**src/logic/tconv_pkg.sv**
```systemverilog
// Shared constants and types of the temperature conversion sequencer
package tconv_pkg;

  // Timebase
  localparam real         CLK_HZ           = 250.0e6;
  localparam real         HOLDOFF_MS       = 1.5;
  localparam real         CONV_TIME_MS     = 15.5;
  localparam real         BUS_TIMEOUT_MIN_MS = 20.0;
  localparam real         BUS_TIMEOUT_MAX_MS = 40.0;
  localparam int unsigned HOLDOFF_CYCLES   =
    int'($ceil(HOLDOFF_MS * CLK_HZ / 1000.0));
  localparam int unsigned CONV_CYCLES      =
    int'($floor(CONV_TIME_MS * CLK_HZ / 1000.0 + 0.5));
  localparam int unsigned BUS_TIMEOUT_CYCLES =
    int'($ceil(BUS_TIMEOUT_MIN_MS * CLK_HZ / 1000.0));
  localparam int unsigned MS_CYCLES        =
    int'($ceil(CLK_HZ / 1000.0));

  // Widths
  localparam int TIMER_W  = 32;
  localparam int RESULT_W = 16;
  localparam int SUM_W    = 19;
  localparam int IDX_W    = 3;
  localparam int TOUT_W   = 24;

  // Averaging
  localparam logic [1:0]       AVG_NONE   = 2'h0;
  localparam logic [1:0]       AVG_EIGHT  = 2'h1;
  localparam logic [IDX_W-1:0] AVG_LAST_8 = 3'h7;
  localparam logic [IDX_W-1:0] AVG_LAST_1 = 3'h0;
  localparam int               AVG_SHIFT  = 3;
  localparam logic [TIMER_W-1:0] AVG_COUNT_8 = 32'h0000_0008;

  // Conversion mode field codes
  localparam logic [1:0] MODE_CONT     = 2'h0;
  localparam logic [1:0] MODE_SHUTDOWN = 2'h1;
  localparam logic [1:0] MODE_CONT_ALT = 2'h2;
  localparam logic [1:0] MODE_ONESHOT  = 2'h3;

  // Cycle period per cycle_period_select value, in milliseconds
  localparam int unsigned PERIOD_MS [8] =
    '{16, 125, 250, 500, 1000, 4000, 8000, 16000};

  // Reset values
  localparam logic [RESULT_W-1:0] RESULT_RESET = 16'h8000;
  localparam logic [1:0]          AVG_DEFAULT  = AVG_EIGHT;
  localparam logic [2:0]          CONV_DEFAULT = 3'h4;
  localparam logic [1:0]          MODE_DEFAULT = MODE_CONT;

  typedef struct packed {
    logic [1:0] conversion_mode_select;
    logic [1:0] averaging_select;
    logic [2:0] cycle_period_select;
  } cfg_s;

  localparam cfg_s CFG_RESET = '{
    conversion_mode_select: MODE_DEFAULT,
    averaging_select:       AVG_DEFAULT,
    cycle_period_select:    CONV_DEFAULT
  };

  typedef enum logic [2:0] {
    ST_BOOT,
    ST_HOLD,
    ST_IDLE,
    ST_ACTIVE,
    ST_STANDBY
  } seq_state_e;

endpackage

```
**src/logic/temp_conversion_sequencer.sv**
```systemverilog
// Conversion sequencer: hold-off, modes, averaging, result, bus timeout
//
// Contract
// - No conversion before 1.5 ms power-up hold-off
// - Result reads minus 256 C until first
// - Strap makes device start in shutdown
// - Averaging code 01 publishes mean of eight
// - Each conversion lasts 15.5 ms, scales active
// - Cycle is active time then standby
// - Defaults: eight averages, one second cycle
// - Averaging applies in continuous and one-shot
// - Release data line after idle clock timeout
// - Reset takes 1.5 ms before normal operation
// - Mode field selects continuous, shutdown, one-shot
// - Result updated when each conversion or average of eight completes, 16-bit two's complement
// - One-shot returns to shutdown, no standby
// - Done flag set; cleared by config/result read
`timescale 1ns/1ps
module temp_conversion_sequencer
  import tconv_pkg::*;
#(
  parameter int unsigned HOLDOFF_CYC = HOLDOFF_CYCLES,
  parameter int unsigned CONV_CYC    = CONV_CYCLES,
  parameter int unsigned TIMEOUT_CYC = BUS_TIMEOUT_CYCLES,
  parameter int unsigned MS_CYC      = MS_CYCLES
)
(
  // Clock and reset (supply power-on / brownout)
  input  wire logic                clk_sys_i,
  input  wire logic                reset_i,
  // Start-up strap
  input  wire logic                startup_shutdown_i,
  // Configuration access
  input  wire logic                cfg_write_i,
  input  wire cfg_s                cfg_wdata_i,
  input  wire logic                cfg_read_i,
  input  wire logic                result_read_i,
  // Converter sample
  input  wire logic [RESULT_W-1:0] adc_sample_i,
  // Two-wire bus
  input  wire logic                scl_i,
  input  wire logic                bus_active_i,
  input  wire logic                sda_pull_low_i,
  // Status
  output cfg_s                     cfg_o,
  output logic [RESULT_W-1:0]      result_o,
  output logic                     data_ready_o,
  output logic                     conv_active_o,
  output logic                     power_down_mode_o,
  output logic                     single_conversion_mode_o,
  output logic                     ready_o,
  // Serial data pin
  output logic                     sda_o,
  output logic                     sda_oe_o,
  output logic                     bus_timeout_o
);

  seq_state_e         state_q;
  cfg_s               cfg_q;
  logic [IDX_W-1:0]   idx_q;
  logic               eight_q;
  logic               oneshot_q;
  logic [TIMER_W-1:0] period_q;

  logic               tmr_load;
  logic               tmr_stop;
  logic [TIMER_W-1:0] tmr_cycles;
  logic               tmr_expire;
  logic               avg_clear;
  logic               avg_add;
  logic               avg_last;
  logic [RESULT_W-1:0] avg_mean;
  logic               avg_valid;

  logic               mode_cont;
  logic               mode_sd;
  logic               mode_os;
  logic               eight_sel;
  logic [TIMER_W-1:0] active_total;
  logic [TIMER_W-1:0] standby_cyc;
  logic               hw_to_shutdown;

  // Mode decode
  always_comb begin
    mode_cont = (cfg_q.conversion_mode_select == MODE_CONT) ||
                (cfg_q.conversion_mode_select == MODE_CONT_ALT);
    mode_sd   = cfg_q.conversion_mode_select == MODE_SHUTDOWN;
    mode_os   = cfg_q.conversion_mode_select == MODE_ONESHOT;
    eight_sel = cfg_q.averaging_select == AVG_EIGHT;
  end

  // Active time scales with averaging count
  always_comb begin
    active_total = eight_q ? TIMER_W'(CONV_CYC) * AVG_COUNT_8
                           : TIMER_W'(CONV_CYC);
    standby_cyc  = (period_q > active_total) ? period_q - active_total
                                             : '0;
  end

  // Sequencer state
  always_ff @(posedge clk_sys_i or posedge reset_i) begin
    if (reset_i) begin
      state_q <= ST_BOOT;
    end else begin
      unique case (state_q)
        ST_BOOT: begin
          state_q <= ST_HOLD;
        end
        ST_HOLD: begin
          if (tmr_expire) begin
            state_q <= ST_IDLE;
          end
        end
        ST_IDLE: begin
          if (!mode_sd) begin
            state_q <= ST_ACTIVE;
          end
        end
        ST_ACTIVE: begin
          if (mode_sd) begin
            state_q <= ST_IDLE;
          end else if (tmr_expire && avg_last) begin
            state_q <= oneshot_q ? ST_IDLE : ST_STANDBY;
          end
        end
        ST_STANDBY: begin
          if (!mode_cont || tmr_expire) begin
            state_q <= (mode_cont && tmr_expire) ? ST_ACTIVE : ST_IDLE;
          end
        end
      endcase
    end
  end

  // Timer requests
  always_comb begin
    tmr_load   = 1'b0;
    tmr_stop   = 1'b0;
    tmr_cycles = TIMER_W'(CONV_CYC);
    unique case (state_q)
      ST_BOOT: begin
        tmr_load   = 1'b1;
        tmr_cycles = TIMER_W'(HOLDOFF_CYC);
      end
      ST_HOLD: begin
      end
      ST_IDLE: begin
        tmr_load = !mode_sd;
      end
      ST_ACTIVE: begin
        if (mode_sd) begin
          tmr_stop = 1'b1;
        end else if (tmr_expire && !avg_last) begin
          tmr_load = 1'b1;
        end else if (tmr_expire && !oneshot_q) begin
          tmr_load   = 1'b1;
          tmr_cycles = standby_cyc;
        end
      end
      ST_STANDBY: begin
        if (!mode_cont) begin
          tmr_stop = 1'b1;
        end else if (tmr_expire) begin
          tmr_load = 1'b1;
        end
      end
    endcase
  end

  // Averaging bookkeeping
  always_comb begin
    avg_last  = idx_q == (eight_q ? AVG_LAST_8 : AVG_LAST_1);
    avg_add   = (state_q == ST_ACTIVE) && tmr_expire && !mode_sd;
    avg_clear = (state_q != ST_ACTIVE) || mode_sd;
  end

  always_ff @(posedge clk_sys_i or posedge reset_i) begin
    if (reset_i) begin
      idx_q     <= '0;
      eight_q   <= 1'b1;
      oneshot_q <= 1'b0;
      period_q  <= '0;
    end else if (state_q != ST_ACTIVE) begin
      // Settings latched at the start of each active period
      idx_q     <= '0;
      eight_q   <= eight_sel;
      oneshot_q <= mode_os;
      period_q  <= TIMER_W'(PERIOD_MS[cfg_q.cycle_period_select]) *
                   TIMER_W'(MS_CYC);
    end else if (avg_add) begin
      idx_q <= avg_last ? '0 : idx_q + IDX_W'(1);
    end
  end

  // Shutdown entered by the sequencer itself
  always_comb begin
    hw_to_shutdown = ((state_q == ST_HOLD) && tmr_expire &&
                      startup_shutdown_i) ||
                     ((state_q == ST_ACTIVE) && avg_add && avg_last &&
                      oneshot_q);
  end

  // Configuration; host write wins over the sequencer
  always_ff @(posedge clk_sys_i or posedge reset_i) begin
    if (reset_i) begin
      cfg_q <= CFG_RESET;
    end else if (cfg_write_i) begin
      cfg_q <= cfg_wdata_i;
    end else if (hw_to_shutdown) begin
      cfg_q.conversion_mode_select <= MODE_SHUTDOWN;
    end
  end

  tconv_timer u_timer (
    .clk_sys_i (clk_sys_i),
    .reset_i   (reset_i),
    .load_i    (tmr_load),
    .stop_i    (tmr_stop),
    .cycles_i  (tmr_cycles),
    .expire_o  (tmr_expire)
  );

  tconv_average u_average (
    .clk_sys_i (clk_sys_i),
    .reset_i   (reset_i),
    .clear_i   (avg_clear),
    .add_i     (avg_add),
    .last_i    (avg_last),
    .eight_i   (eight_q),
    .sample_i  (adc_sample_i),
    .mean_o    (avg_mean),
    .valid_o   (avg_valid)
  );

  // Result register
  always_ff @(posedge clk_sys_i or posedge reset_i) begin
    if (reset_i) begin
      result_o <= RESULT_RESET;
    end else if (avg_valid) begin
      result_o <= avg_mean;
    end
  end

  // Done flag; a new result wins over a clearing read
  always_ff @(posedge clk_sys_i or posedge reset_i) begin
    if (reset_i) begin
      data_ready_o <= 1'b0;
    end else if (avg_valid) begin
      data_ready_o <= 1'b1;
    end else if (cfg_read_i || result_read_i) begin
      data_ready_o <= 1'b0;
    end
  end

  // Status outputs
  always_ff @(posedge clk_sys_i or posedge reset_i) begin
    if (reset_i) begin
      cfg_o                    <= CFG_RESET;
      conv_active_o            <= 1'b0;
      power_down_mode_o        <= 1'b0;
      single_conversion_mode_o <= 1'b0;
      ready_o                  <= 1'b0;
    end else begin
      cfg_o                    <= cfg_q;
      conv_active_o            <= (state_q == ST_ACTIVE) && !mode_sd;
      power_down_mode_o        <= (state_q == ST_IDLE) && mode_sd;
      single_conversion_mode_o <= (state_q == ST_ACTIVE) && oneshot_q;
      ready_o                  <= (state_q != ST_BOOT) &&
                                  (state_q != ST_HOLD);
    end
  end

  // Bus clock idle timeout
  logic              scl_q;
  logic [TOUT_W-1:0] idle_q;
  logic              tout_q;

  always_ff @(posedge clk_sys_i or posedge reset_i) begin
    if (reset_i) begin
      scl_q  <= 1'b1;
      idle_q <= '0;
      tout_q <= 1'b0;
    end else begin
      scl_q <= scl_i;
      if (!bus_active_i) begin
        idle_q <= '0;
        tout_q <= 1'b0;
      end else if (scl_i != scl_q) begin
        idle_q <= '0;
      end else if (idle_q >= TOUT_W'(TIMEOUT_CYC - 1)) begin
        tout_q <= 1'b1;
      end else begin
        idle_q <= idle_q + TOUT_W'(1);
      end
    end
  end

  always_ff @(posedge clk_sys_i or posedge reset_i) begin
    if (reset_i) begin
      sda_o         <= 1'b0;
      sda_oe_o      <= 1'b0;
      bus_timeout_o <= 1'b0;
    end else begin
      sda_o         <= 1'b0;
      sda_oe_o      <= sda_pull_low_i && !tout_q;
      bus_timeout_o <= tout_q;
    end
  end

endmodule

```
**src/logic/tconv_timer.sv**
```systemverilog
// Down counter that pulses once after a loaded number of cycles
`timescale 1ns/1ps
module tconv_timer
  import tconv_pkg::*;
(
  // Clock and reset
  input  wire logic               clk_sys_i,
  input  wire logic               reset_i,
  // Control
  input  wire logic               load_i,
  input  wire logic               stop_i,
  input  wire logic [TIMER_W-1:0] cycles_i,
  // Status
  output logic                    expire_o
);

  logic [TIMER_W-1:0] cnt_q;
  logic               run_q;

  always_ff @(posedge clk_sys_i or posedge reset_i) begin
    if (reset_i) begin
      cnt_q <= '0;
      run_q <= 1'b0;
    end else if (load_i) begin
      // Zero is treated as one cycle
      cnt_q <= (cycles_i == '0) ? '0 : cycles_i - TIMER_W'(1);
      run_q <= 1'b1;
    end else if (stop_i) begin
      run_q <= 1'b0;
    end else if (run_q) begin
      if (cnt_q == '0) begin
        run_q <= 1'b0;
      end else begin
        cnt_q <= cnt_q - TIMER_W'(1);
      end
    end
  end

  // Seen exactly the loaded number of cycles after the load edge
  assign expire_o = run_q && (cnt_q == '0);

endmodule

```
**src/logic/tconv_average.sv**
```systemverilog
// Accumulator that publishes the mean of one or eight samples
`timescale 1ns/1ps
module tconv_average
  import tconv_pkg::*;
(
  // Clock and reset
  input  wire logic                clk_sys_i,
  input  wire logic                reset_i,
  // Control
  input  wire logic                clear_i,
  input  wire logic                add_i,
  input  wire logic                last_i,
  input  wire logic                eight_i,
  input  wire logic [RESULT_W-1:0] sample_i,
  // Result
  output logic [RESULT_W-1:0]      mean_o,
  output logic                     valid_o
);

  logic signed [SUM_W-1:0] sum_q;
  logic signed [SUM_W-1:0] sum_d;

  always_comb begin
    sum_d = sum_q + SUM_W'(signed'(sample_i));
  end

  always_ff @(posedge clk_sys_i or posedge reset_i) begin
    if (reset_i) begin
      sum_q <= '0;
    end else if (clear_i) begin
      sum_q <= '0;
    end else if (add_i) begin
      sum_q <= last_i ? '0 : sum_d;
    end
  end

  always_ff @(posedge clk_sys_i or posedge reset_i) begin
    if (reset_i) begin
      mean_o  <= RESULT_RESET;
      valid_o <= 1'b0;
    end else begin
      valid_o <= add_i && last_i && !clear_i;
      if (add_i && last_i && !clear_i) begin
        // Arithmetic shift keeps negative means correct
        mean_o <= eight_i ? RESULT_W'(sum_d >>> AVG_SHIFT) : sample_i;
      end
    end
  end

endmodule

```
**config.mk**
```make
export PLATFORM = sky130hd
export DESIGN_NAME = temp_conversion_sequencer
export DESIGN_NICKNAME = d
export VERILOG_FILES = /design/src/logic/tconv_pkg.sv /design/src/logic/temp_conversion_sequencer.sv /design/src/logic/tconv_timer.sv /design/src/logic/tconv_average.sv
export SDC_FILE = /design/constraint.sdc
export NUM_CORES = 1
export LEC_CHECK = 0
export BUFFER_PORTS_ARGS = -buffer_cell sky130_fd_sc_hd__buf_4
export CORE_ASPECT_RATIO = 0.8
export CORE_MARGIN = 10
export CORE_UTILIZATION = 44
export CTS_CLUSTER_DIAMETER = 80
export DETAILED_ROUTE_END_ITERATION = 6
export SLEW_MARGIN = 30
export SYNTH_ARGS = -nofsm -noshare
export SYNTH_HDL_FRONTEND = slang
export SYNTH_SLANG_ARGS = --single-unit
```
**constraint.sdc**
```tcl
create_clock -name clk_sys_i -period 7.4 [get_ports clk_sys_i]
set_clock_uncertainty 0.15 [all_clocks]
set_input_delay 1.48 -clock clk_sys_i [delete_from_list [all_inputs] [get_ports clk_sys_i]]
set_output_delay 1.48 -clock clk_sys_i [all_outputs]
set_load 0.02 [all_outputs]
```
# Word-level counts from Yosys, hierarchy flattened
# Memories as Yosys holds them, arrays and structs flattened.
# Cells that the tools add are included.
# word_totals
mem_bits_ro	256
latch_bits	0
ramBits	0
n_memories	1
inputBits	32
wordCells	155
regBits	168
# memory_table
name	depth	word_bits	read_ports	rd_clocked_by_memory_dff	write_ports	line_no	source
(no name shown)	8	32	1	0	0	temp_conversion_sequencer.sv:188	period_q <= TIMER_W'(PERIOD_MS[cfg_q.cycle_period_select]) *
# classes
n_shift	0
n_div	0
n_lt_le_gt_ge	3
n_eq_ne	21
add_sub_neg	6
n_reduce_logical	43
bitwise	1
n_mul	1
muxes	52
# ops
operator	count
32-bit two-way mux	11
24-bit two-way mux	3
32-bit zero test	2
32-bit one-hot mux with 2 select lines	1
32-bit by 1-bit subtractor with 32-bit output, second input constant	2
19-bit two-way mux	3
32-bit by 25-bit greater-than comparator with 1-bit output	1
32-bit by 14-bit multiplier with 28-bit output, second input constant	1
32-bit by 25-bit subtractor with 32-bit output	1
3-bit two-way mux	10
25-bit two-way mux	1
24-bit by 1-bit adder with 24-bit output, second input constant	1
24-bit by 23-bit >= comparator with 1-bit output, second input constant	1
19-bit by 16-bit adder with 19-bit output	1
1-bit logical AND	19
1-bit two-way mux	17
16-bit two-way mux	1
3-bit one-hot mux with 5 select lines	1
2-bit inequality test, second input constant	6
2-bit nonzero test	5
3-bit by 2-bit equality test with 1-bit output, second input constant	2
1-bit zero test	6
3-bit inequality test, second input constant	2
1-bit logical OR	5
21 further kinds	24

# Logic depth before layout (Yosys ltp)
# depth
ltp_word	10
depth_mapped	24
mapped_depth_nobuf	23

# Cells and area by module
# A second synthesis with hierarchy kept.
# unflattened
cells_unflattened	1472
hier_area_um2	13290.2
# by_module_without_submodules
module	cells_each	area_per_inst_um2	instances
temp_conversion_sequencer	900	8147.8	1
tconv_timer	321	2727.6	1
tconv_average	251	2414.8	1

# Worst setup path after synthesis
# No wires, ideal clock.
# synth_path
path_kind	reg-to-reg
from	register cfg_q[1] (netlist bit)
to	register period_q[31]
t_arrival_ps	5736
period_less_slack_ps	6023
required_time_ps	7113
path_slack_ps	1377
path_buffers	1
stages_incl_launch_ff	24
path_cell_list	dfrtp_1 > clkbuf_1 > inv_1 > ha_1 > inv_1 > o21ai_0 > ha_1 > xnor2_1 > fa_1 > inv_1 > fa_1 > fa_1 > inv_1 > ha_1 > ha_1 > ha_1 > a31o_2 > a21o_1 > a21oi_1 > nor4b_1 > a41oi_1 > a31oi_1 > xnor2_1 > a21oi_1
# synth_via
elab_chain_len	5
# synth_rtl
element	line_no	source
start: declaration	temp_conversion_sequencer.sv:59	cfg_s cfg_q;
start signal: assignment	temp_conversion_sequencer.sv:208	cfg_q <= cfg_wdata_i;
3-bit NOT with 4-bit output (not written as such)	temp_conversion_sequencer.sv:188	
memory read 8 x 32 bit	-	
32-bit two-way mux (not written as such) (2 in a row)	temp_conversion_sequencer.sv:188	
32-bit by 14-bit multiplier with 28-bit output	temp_conversion_sequencer.sv:188	
end signal: assignment	temp_conversion_sequencer.sv:188	
end: declaration	temp_conversion_sequencer.sv:63	logic [TIMER_W-1:0] period_q;
# No other way between the ends. The select of a mux whose other input is x is not followed.
# A chain may end at the register's enable or synchronous reset.

# Final worst setup path
# Ends and elaborated chain as after synthesis.

==> results.sh <==
export IMPL_ir_worst_vdd_uv=153
export IMPL_postRouteAntennaNets=0
export IMPL_die_h_um=179
export IMPL_rsz0062_at_grt="false"
export IMPL_first_pass_iters=5
export IMPL_pin_count=63
export IMPL_wl_met1_mm=18.2
export IMPL_fmax_ghz=0.156
export IMPL_grt_pass1_wl_mm=59.4
export IMPL_top_layer="met4"
export IMPL_syn_inst=1582
export IMPL_grt_ovfl_total=0
export IMPL_area_growth_pct=9.84
export IMPL_power_density_nw_per_um2=255
export IMPL_grt_pass1_vias=11200
export IMPL_async_flop_share=1.00
export IMPL_cts_hold_buffers=0
export IMPL_slowest_delay_ps=630
export IMPL_antenna_found_initial=0
export IMPL_grtUsageTotal=0.186
export IMPL_cp_max_fo=15
export IMPL_finalNonFillerCells=2046
export IMPL_p_leak_nw=6.97
export IMPL_synth_nets=1768
export IMPL_required_ps=7530
export IMPL_mostFrequentLayoutCells="nand2_1 (165), dfrtp_1 (160), nor2_1 (156)"
export IMPL_htree_levels=4
export IMPL_crit_path_end_kind="flip-flop"
export IMPL_start_util=0.444
export IMPL_wl_per_cell_um=17.6
export IMPL_seqPwrFrac=0.282
export IMPL_max_cap_violations=0
export IMPL_routed_wl_mm=36.0
export IMPL_finalMaxSlewViolations=0
export IMPL_crit_path_cell_trace="inv_1, ha_1, inv_1, o21ai_1, ha_1, xnor2_1, fa_1, inv_1, fa_1, fa_1, inv_1, ha_1, ha_1, ha_1, a31o_2, a21o_1, a21oi_1, nor4b_1, a41oi_1, a31oi_1, xnor2_1, a21oi_1"
export IMPL_fp_row_count=58
export IMPL_nets=1799
export IMPL_gp_congestion=0.921
export IMPL_synth_edf_count=0
export IMPL_cts_setup_buffers=0
export IMPL_vias=11700
export IMPL_clk_pin_slew_worst_paths_ps=70
export IMPL_cts_tree="done"
export IMPL_cp_arrival_ps=6540
export IMPL_diodes=0
export IMPL_cp_start_kind="flip-flop"
export IMPL_netlist_area_sq_um=13900
export IMPL_post_route_period_util=0.866
export IMPL_avgViaCountPerCell=5.74
export IMPL_root_buffer="clkbuf_16"
export IMPL_finalHoldViolCount=0
export IMPL_portBuffers=61
export IMPL_tns_ps=0
export IMPL_max_slew_margin_rel=0.430
export IMPL_layout_commonest_cell="nand2_1"
export IMPL_hp_class="reg2reg"
export IMPL_switching_power_mw=1.63
export IMPL_cts_resized=0
export IMPL_ys_warn_count=0
export IMPL_cts_buffer_depth=2
export IMPL_critical_path_most_common_cell="ha_1"
export IMPL_slowest_stage="dfrtp_1"
export IMPL_numCtsBuffers=17
export IMPL_wl_met2_mm=15.4
export IMPL_clock_sinks=168
export IMPL_pwr_share_clk=0.242
export IMPL_worstSetupPathType="reg2reg"
export IMPL_ys_flop_type="dfrtp_1"
export IMPL_die_area_sq_um=39100
export IMPL_drc=0
export IMPL_die_w_um=219
export IMPL_placedCellCount=2014
export IMPL_final_layout_size_suffix_gt1_frac=0.126
export IMPL_avgSynthCellArea_sq_um=8.78
export IMPL_grt_max_degree=113
export IMPL_wl_met3_mm=2.10
export IMPL_finalSetupViolCount=0
export IMPL_p_int_mw=2.25
export IMPL_combPwrFrac=0.475
export IMPL_ys_ff_latch=168
export IMPL_max_slew_worst_pin_slew_ps=851
export IMPL_drt_iter0_markers=1021
export IMPL_period_needed_ps=6410
export IMPL_seq_area_frac_synth=0.304
export IMPL_clkLatencyLatePin_ps=440
export IMPL_core_area_sq_um=31300
export IMPL_p_sw_frac=0.420
export IMPL_status="finished clean"
export IMPL_ys_types=107
export IMPL_dp_hpwl_mm=27.4
## final timing paths
path / from / cells after the start / to / slack, ps
max in group asynchronous: reset_i / 3 / period_q[31] / 4810
hold / removal: cfg_q[3] / 0 / cfg_o[3] / 240
setup / recovery: cfg_q[1] / 22 / period_q[31] / 990
min in group asynchronous: reset_i / 2 / u_timer.cnt_q[10] / 1040
hold reg to reg: cfg_q[3] / 0 / cfg_o[3] / 240
setup reg to reg: cfg_q[1] / 22 / period_q[31] / 990
## registers in the layout, indices dropped and copies added, names as in the netlist, 3 cells and up
register / flops
u_average.sum_q: 19
idx_q: 3
u_timer.cnt_q: 32
state_q: 3
period_q: 28
u_average.mean_o: 16
cfg_o: 7
idle_q: 24
result_o: 16
cfg_q: 7
## metal layers
metal	vias to the layer above	GRT usage
met2	322	0.278
met4	0	0.0410
met5	-	0
met1	5687	0.272
met3	23	0.0332
li1	5717	-
## power by group through the flow
stage	clock, mW	combinational [mW]	sequential, mW
5_1_grt	1.00	2.09	1.11
3_5_place_dp	0	1.83	1.11
3_3_place_gp	0	1.80	1.11
2_1_floorplan	0	1.47	1.06
4_1_cts	0.959	1.84	1.10
6_report	0.942	1.85	1.10
## cell type report
| type | count | area [sq um] |
|---|---|---|
| timing repair buffer | 74 | 556 |
| tap | 420 | 526 |
| multi-input combinational | 1283 | 9080 |
| clock inverter | 15 | 184 |
| inverter | 69 | 267 |
| sequential | 168 | 4210 |
| fill | 3017 | 16000 |
| clock buffer | 17 | 425 |
## synthesized netlist by cell type, types with 6 or more instances
| cell | count | area share |
|---|---|---|
| nor2_1 | 156 | 0.042 |
| and3_1 | 17 | 0.0077 |
| o21ai_0 | 93 | 0.034 |
| nand2_1 | 165 | 0.045 |
| a31oi_1 | 20 | 0.0090 |
| o21a_1 | 21 | 0.011 |
| nand2b_1 | 14 | 0.0063 |
| nor4_1 | 15 | 0.0068 |
| nand3_1 | 49 | 0.018 |
| fa_1 | 21 | 0.030 |
| inv_1 | 67 | 0.018 |
| o31ai_1 | 14 | 0.0076 |
| nor2b_1 | 14 | 0.0063 |
| or2_2 | 15 | 0.0068 |
| ha_1 | 133 | 0.12 |
| mux2_2 | 20 | 0.016 |
| buf_6 | 7 | 0.0057 |
| clkbuf_1 | 31 | 0.0084 |
| or3_1 | 15 | 0.0068 |
| o211ai_1 | 6 | 0.0032 |
| nor3_1 | 44 | 0.016 |
| nand4_1 | 9 | 0.0041 |
| a211oi_1 | 10 | 0.0054 |
| a22o_1 | 12 | 0.0076 |
| a21oi_1 | 84 | 0.030 |
| a21o_1 | 23 | 0.012 |
| o22ai_1 | 20 | 0.0090 |
| buf_2 | 14 | 0.0050 |
| xnor2_1 | 66 | 0.042 |
| o21ai_1 | 9 | 0.0032 |
| dfrtp_1 | 160 | 0.29 |
| dfstp_2 | 8 | 0.015 |
| mux2i_1 | 12 | 0.0087 |
| and2_1 | 17 | 0.0077 |
| xor2_1 | 55 | 0.035 |
## critical path: cells and delay by family (launching register included)
| family | cells | cell delay (ps) |
|---|---|---|
| adder cells (fa/ha/maj) | 8 | 3080 |
| AO/OA/AOI/OAI | 7 | 1540 |
| flip-flops | 1 | 630 |
| buffers and inverters | 4 | 410 |
| XOR/XNOR | 2 | 320 |
| AND/OR/NAND/NOR | 1 | 90 |
## cells by family (layout without fill, tap and decap cells)
family	Yosys count	count (layout)	share of synthesized area
AOI/OAI and AO/OA	385	385	0.186
and+or+nand+nor	588	588	0.214
adders and majority gates	154	154	0.150
DFF	168	168	0.304
buffers and inverters	131	175	0.0425
muxes	32	32	0.0249
other	1	1	0.000270
xor gates and xnor gates	123	123	0.0787
## through the flow
stage | total power, mW | util | hold WS [ps] | setup slack (ps) | cell area (sq um)
6_report | 3.89 | 0.488 | 240 | 993 | 15300
5_1_grt | 4.20 | 0.488 | 248 | 568 | 15300
4_1_cts | 3.89 | 0.488 | 243 | 754 | 15300
3_5_place_dp | 2.94 | 0.468 | 230 | 784 | 14600
3_3_place_gp | 2.92 | 0.468 | 233 | 941 | 14600
2_1_floorplan | 2.53 | - | 209 | 1240 | 13900
(Power assumes the default switching activity.)
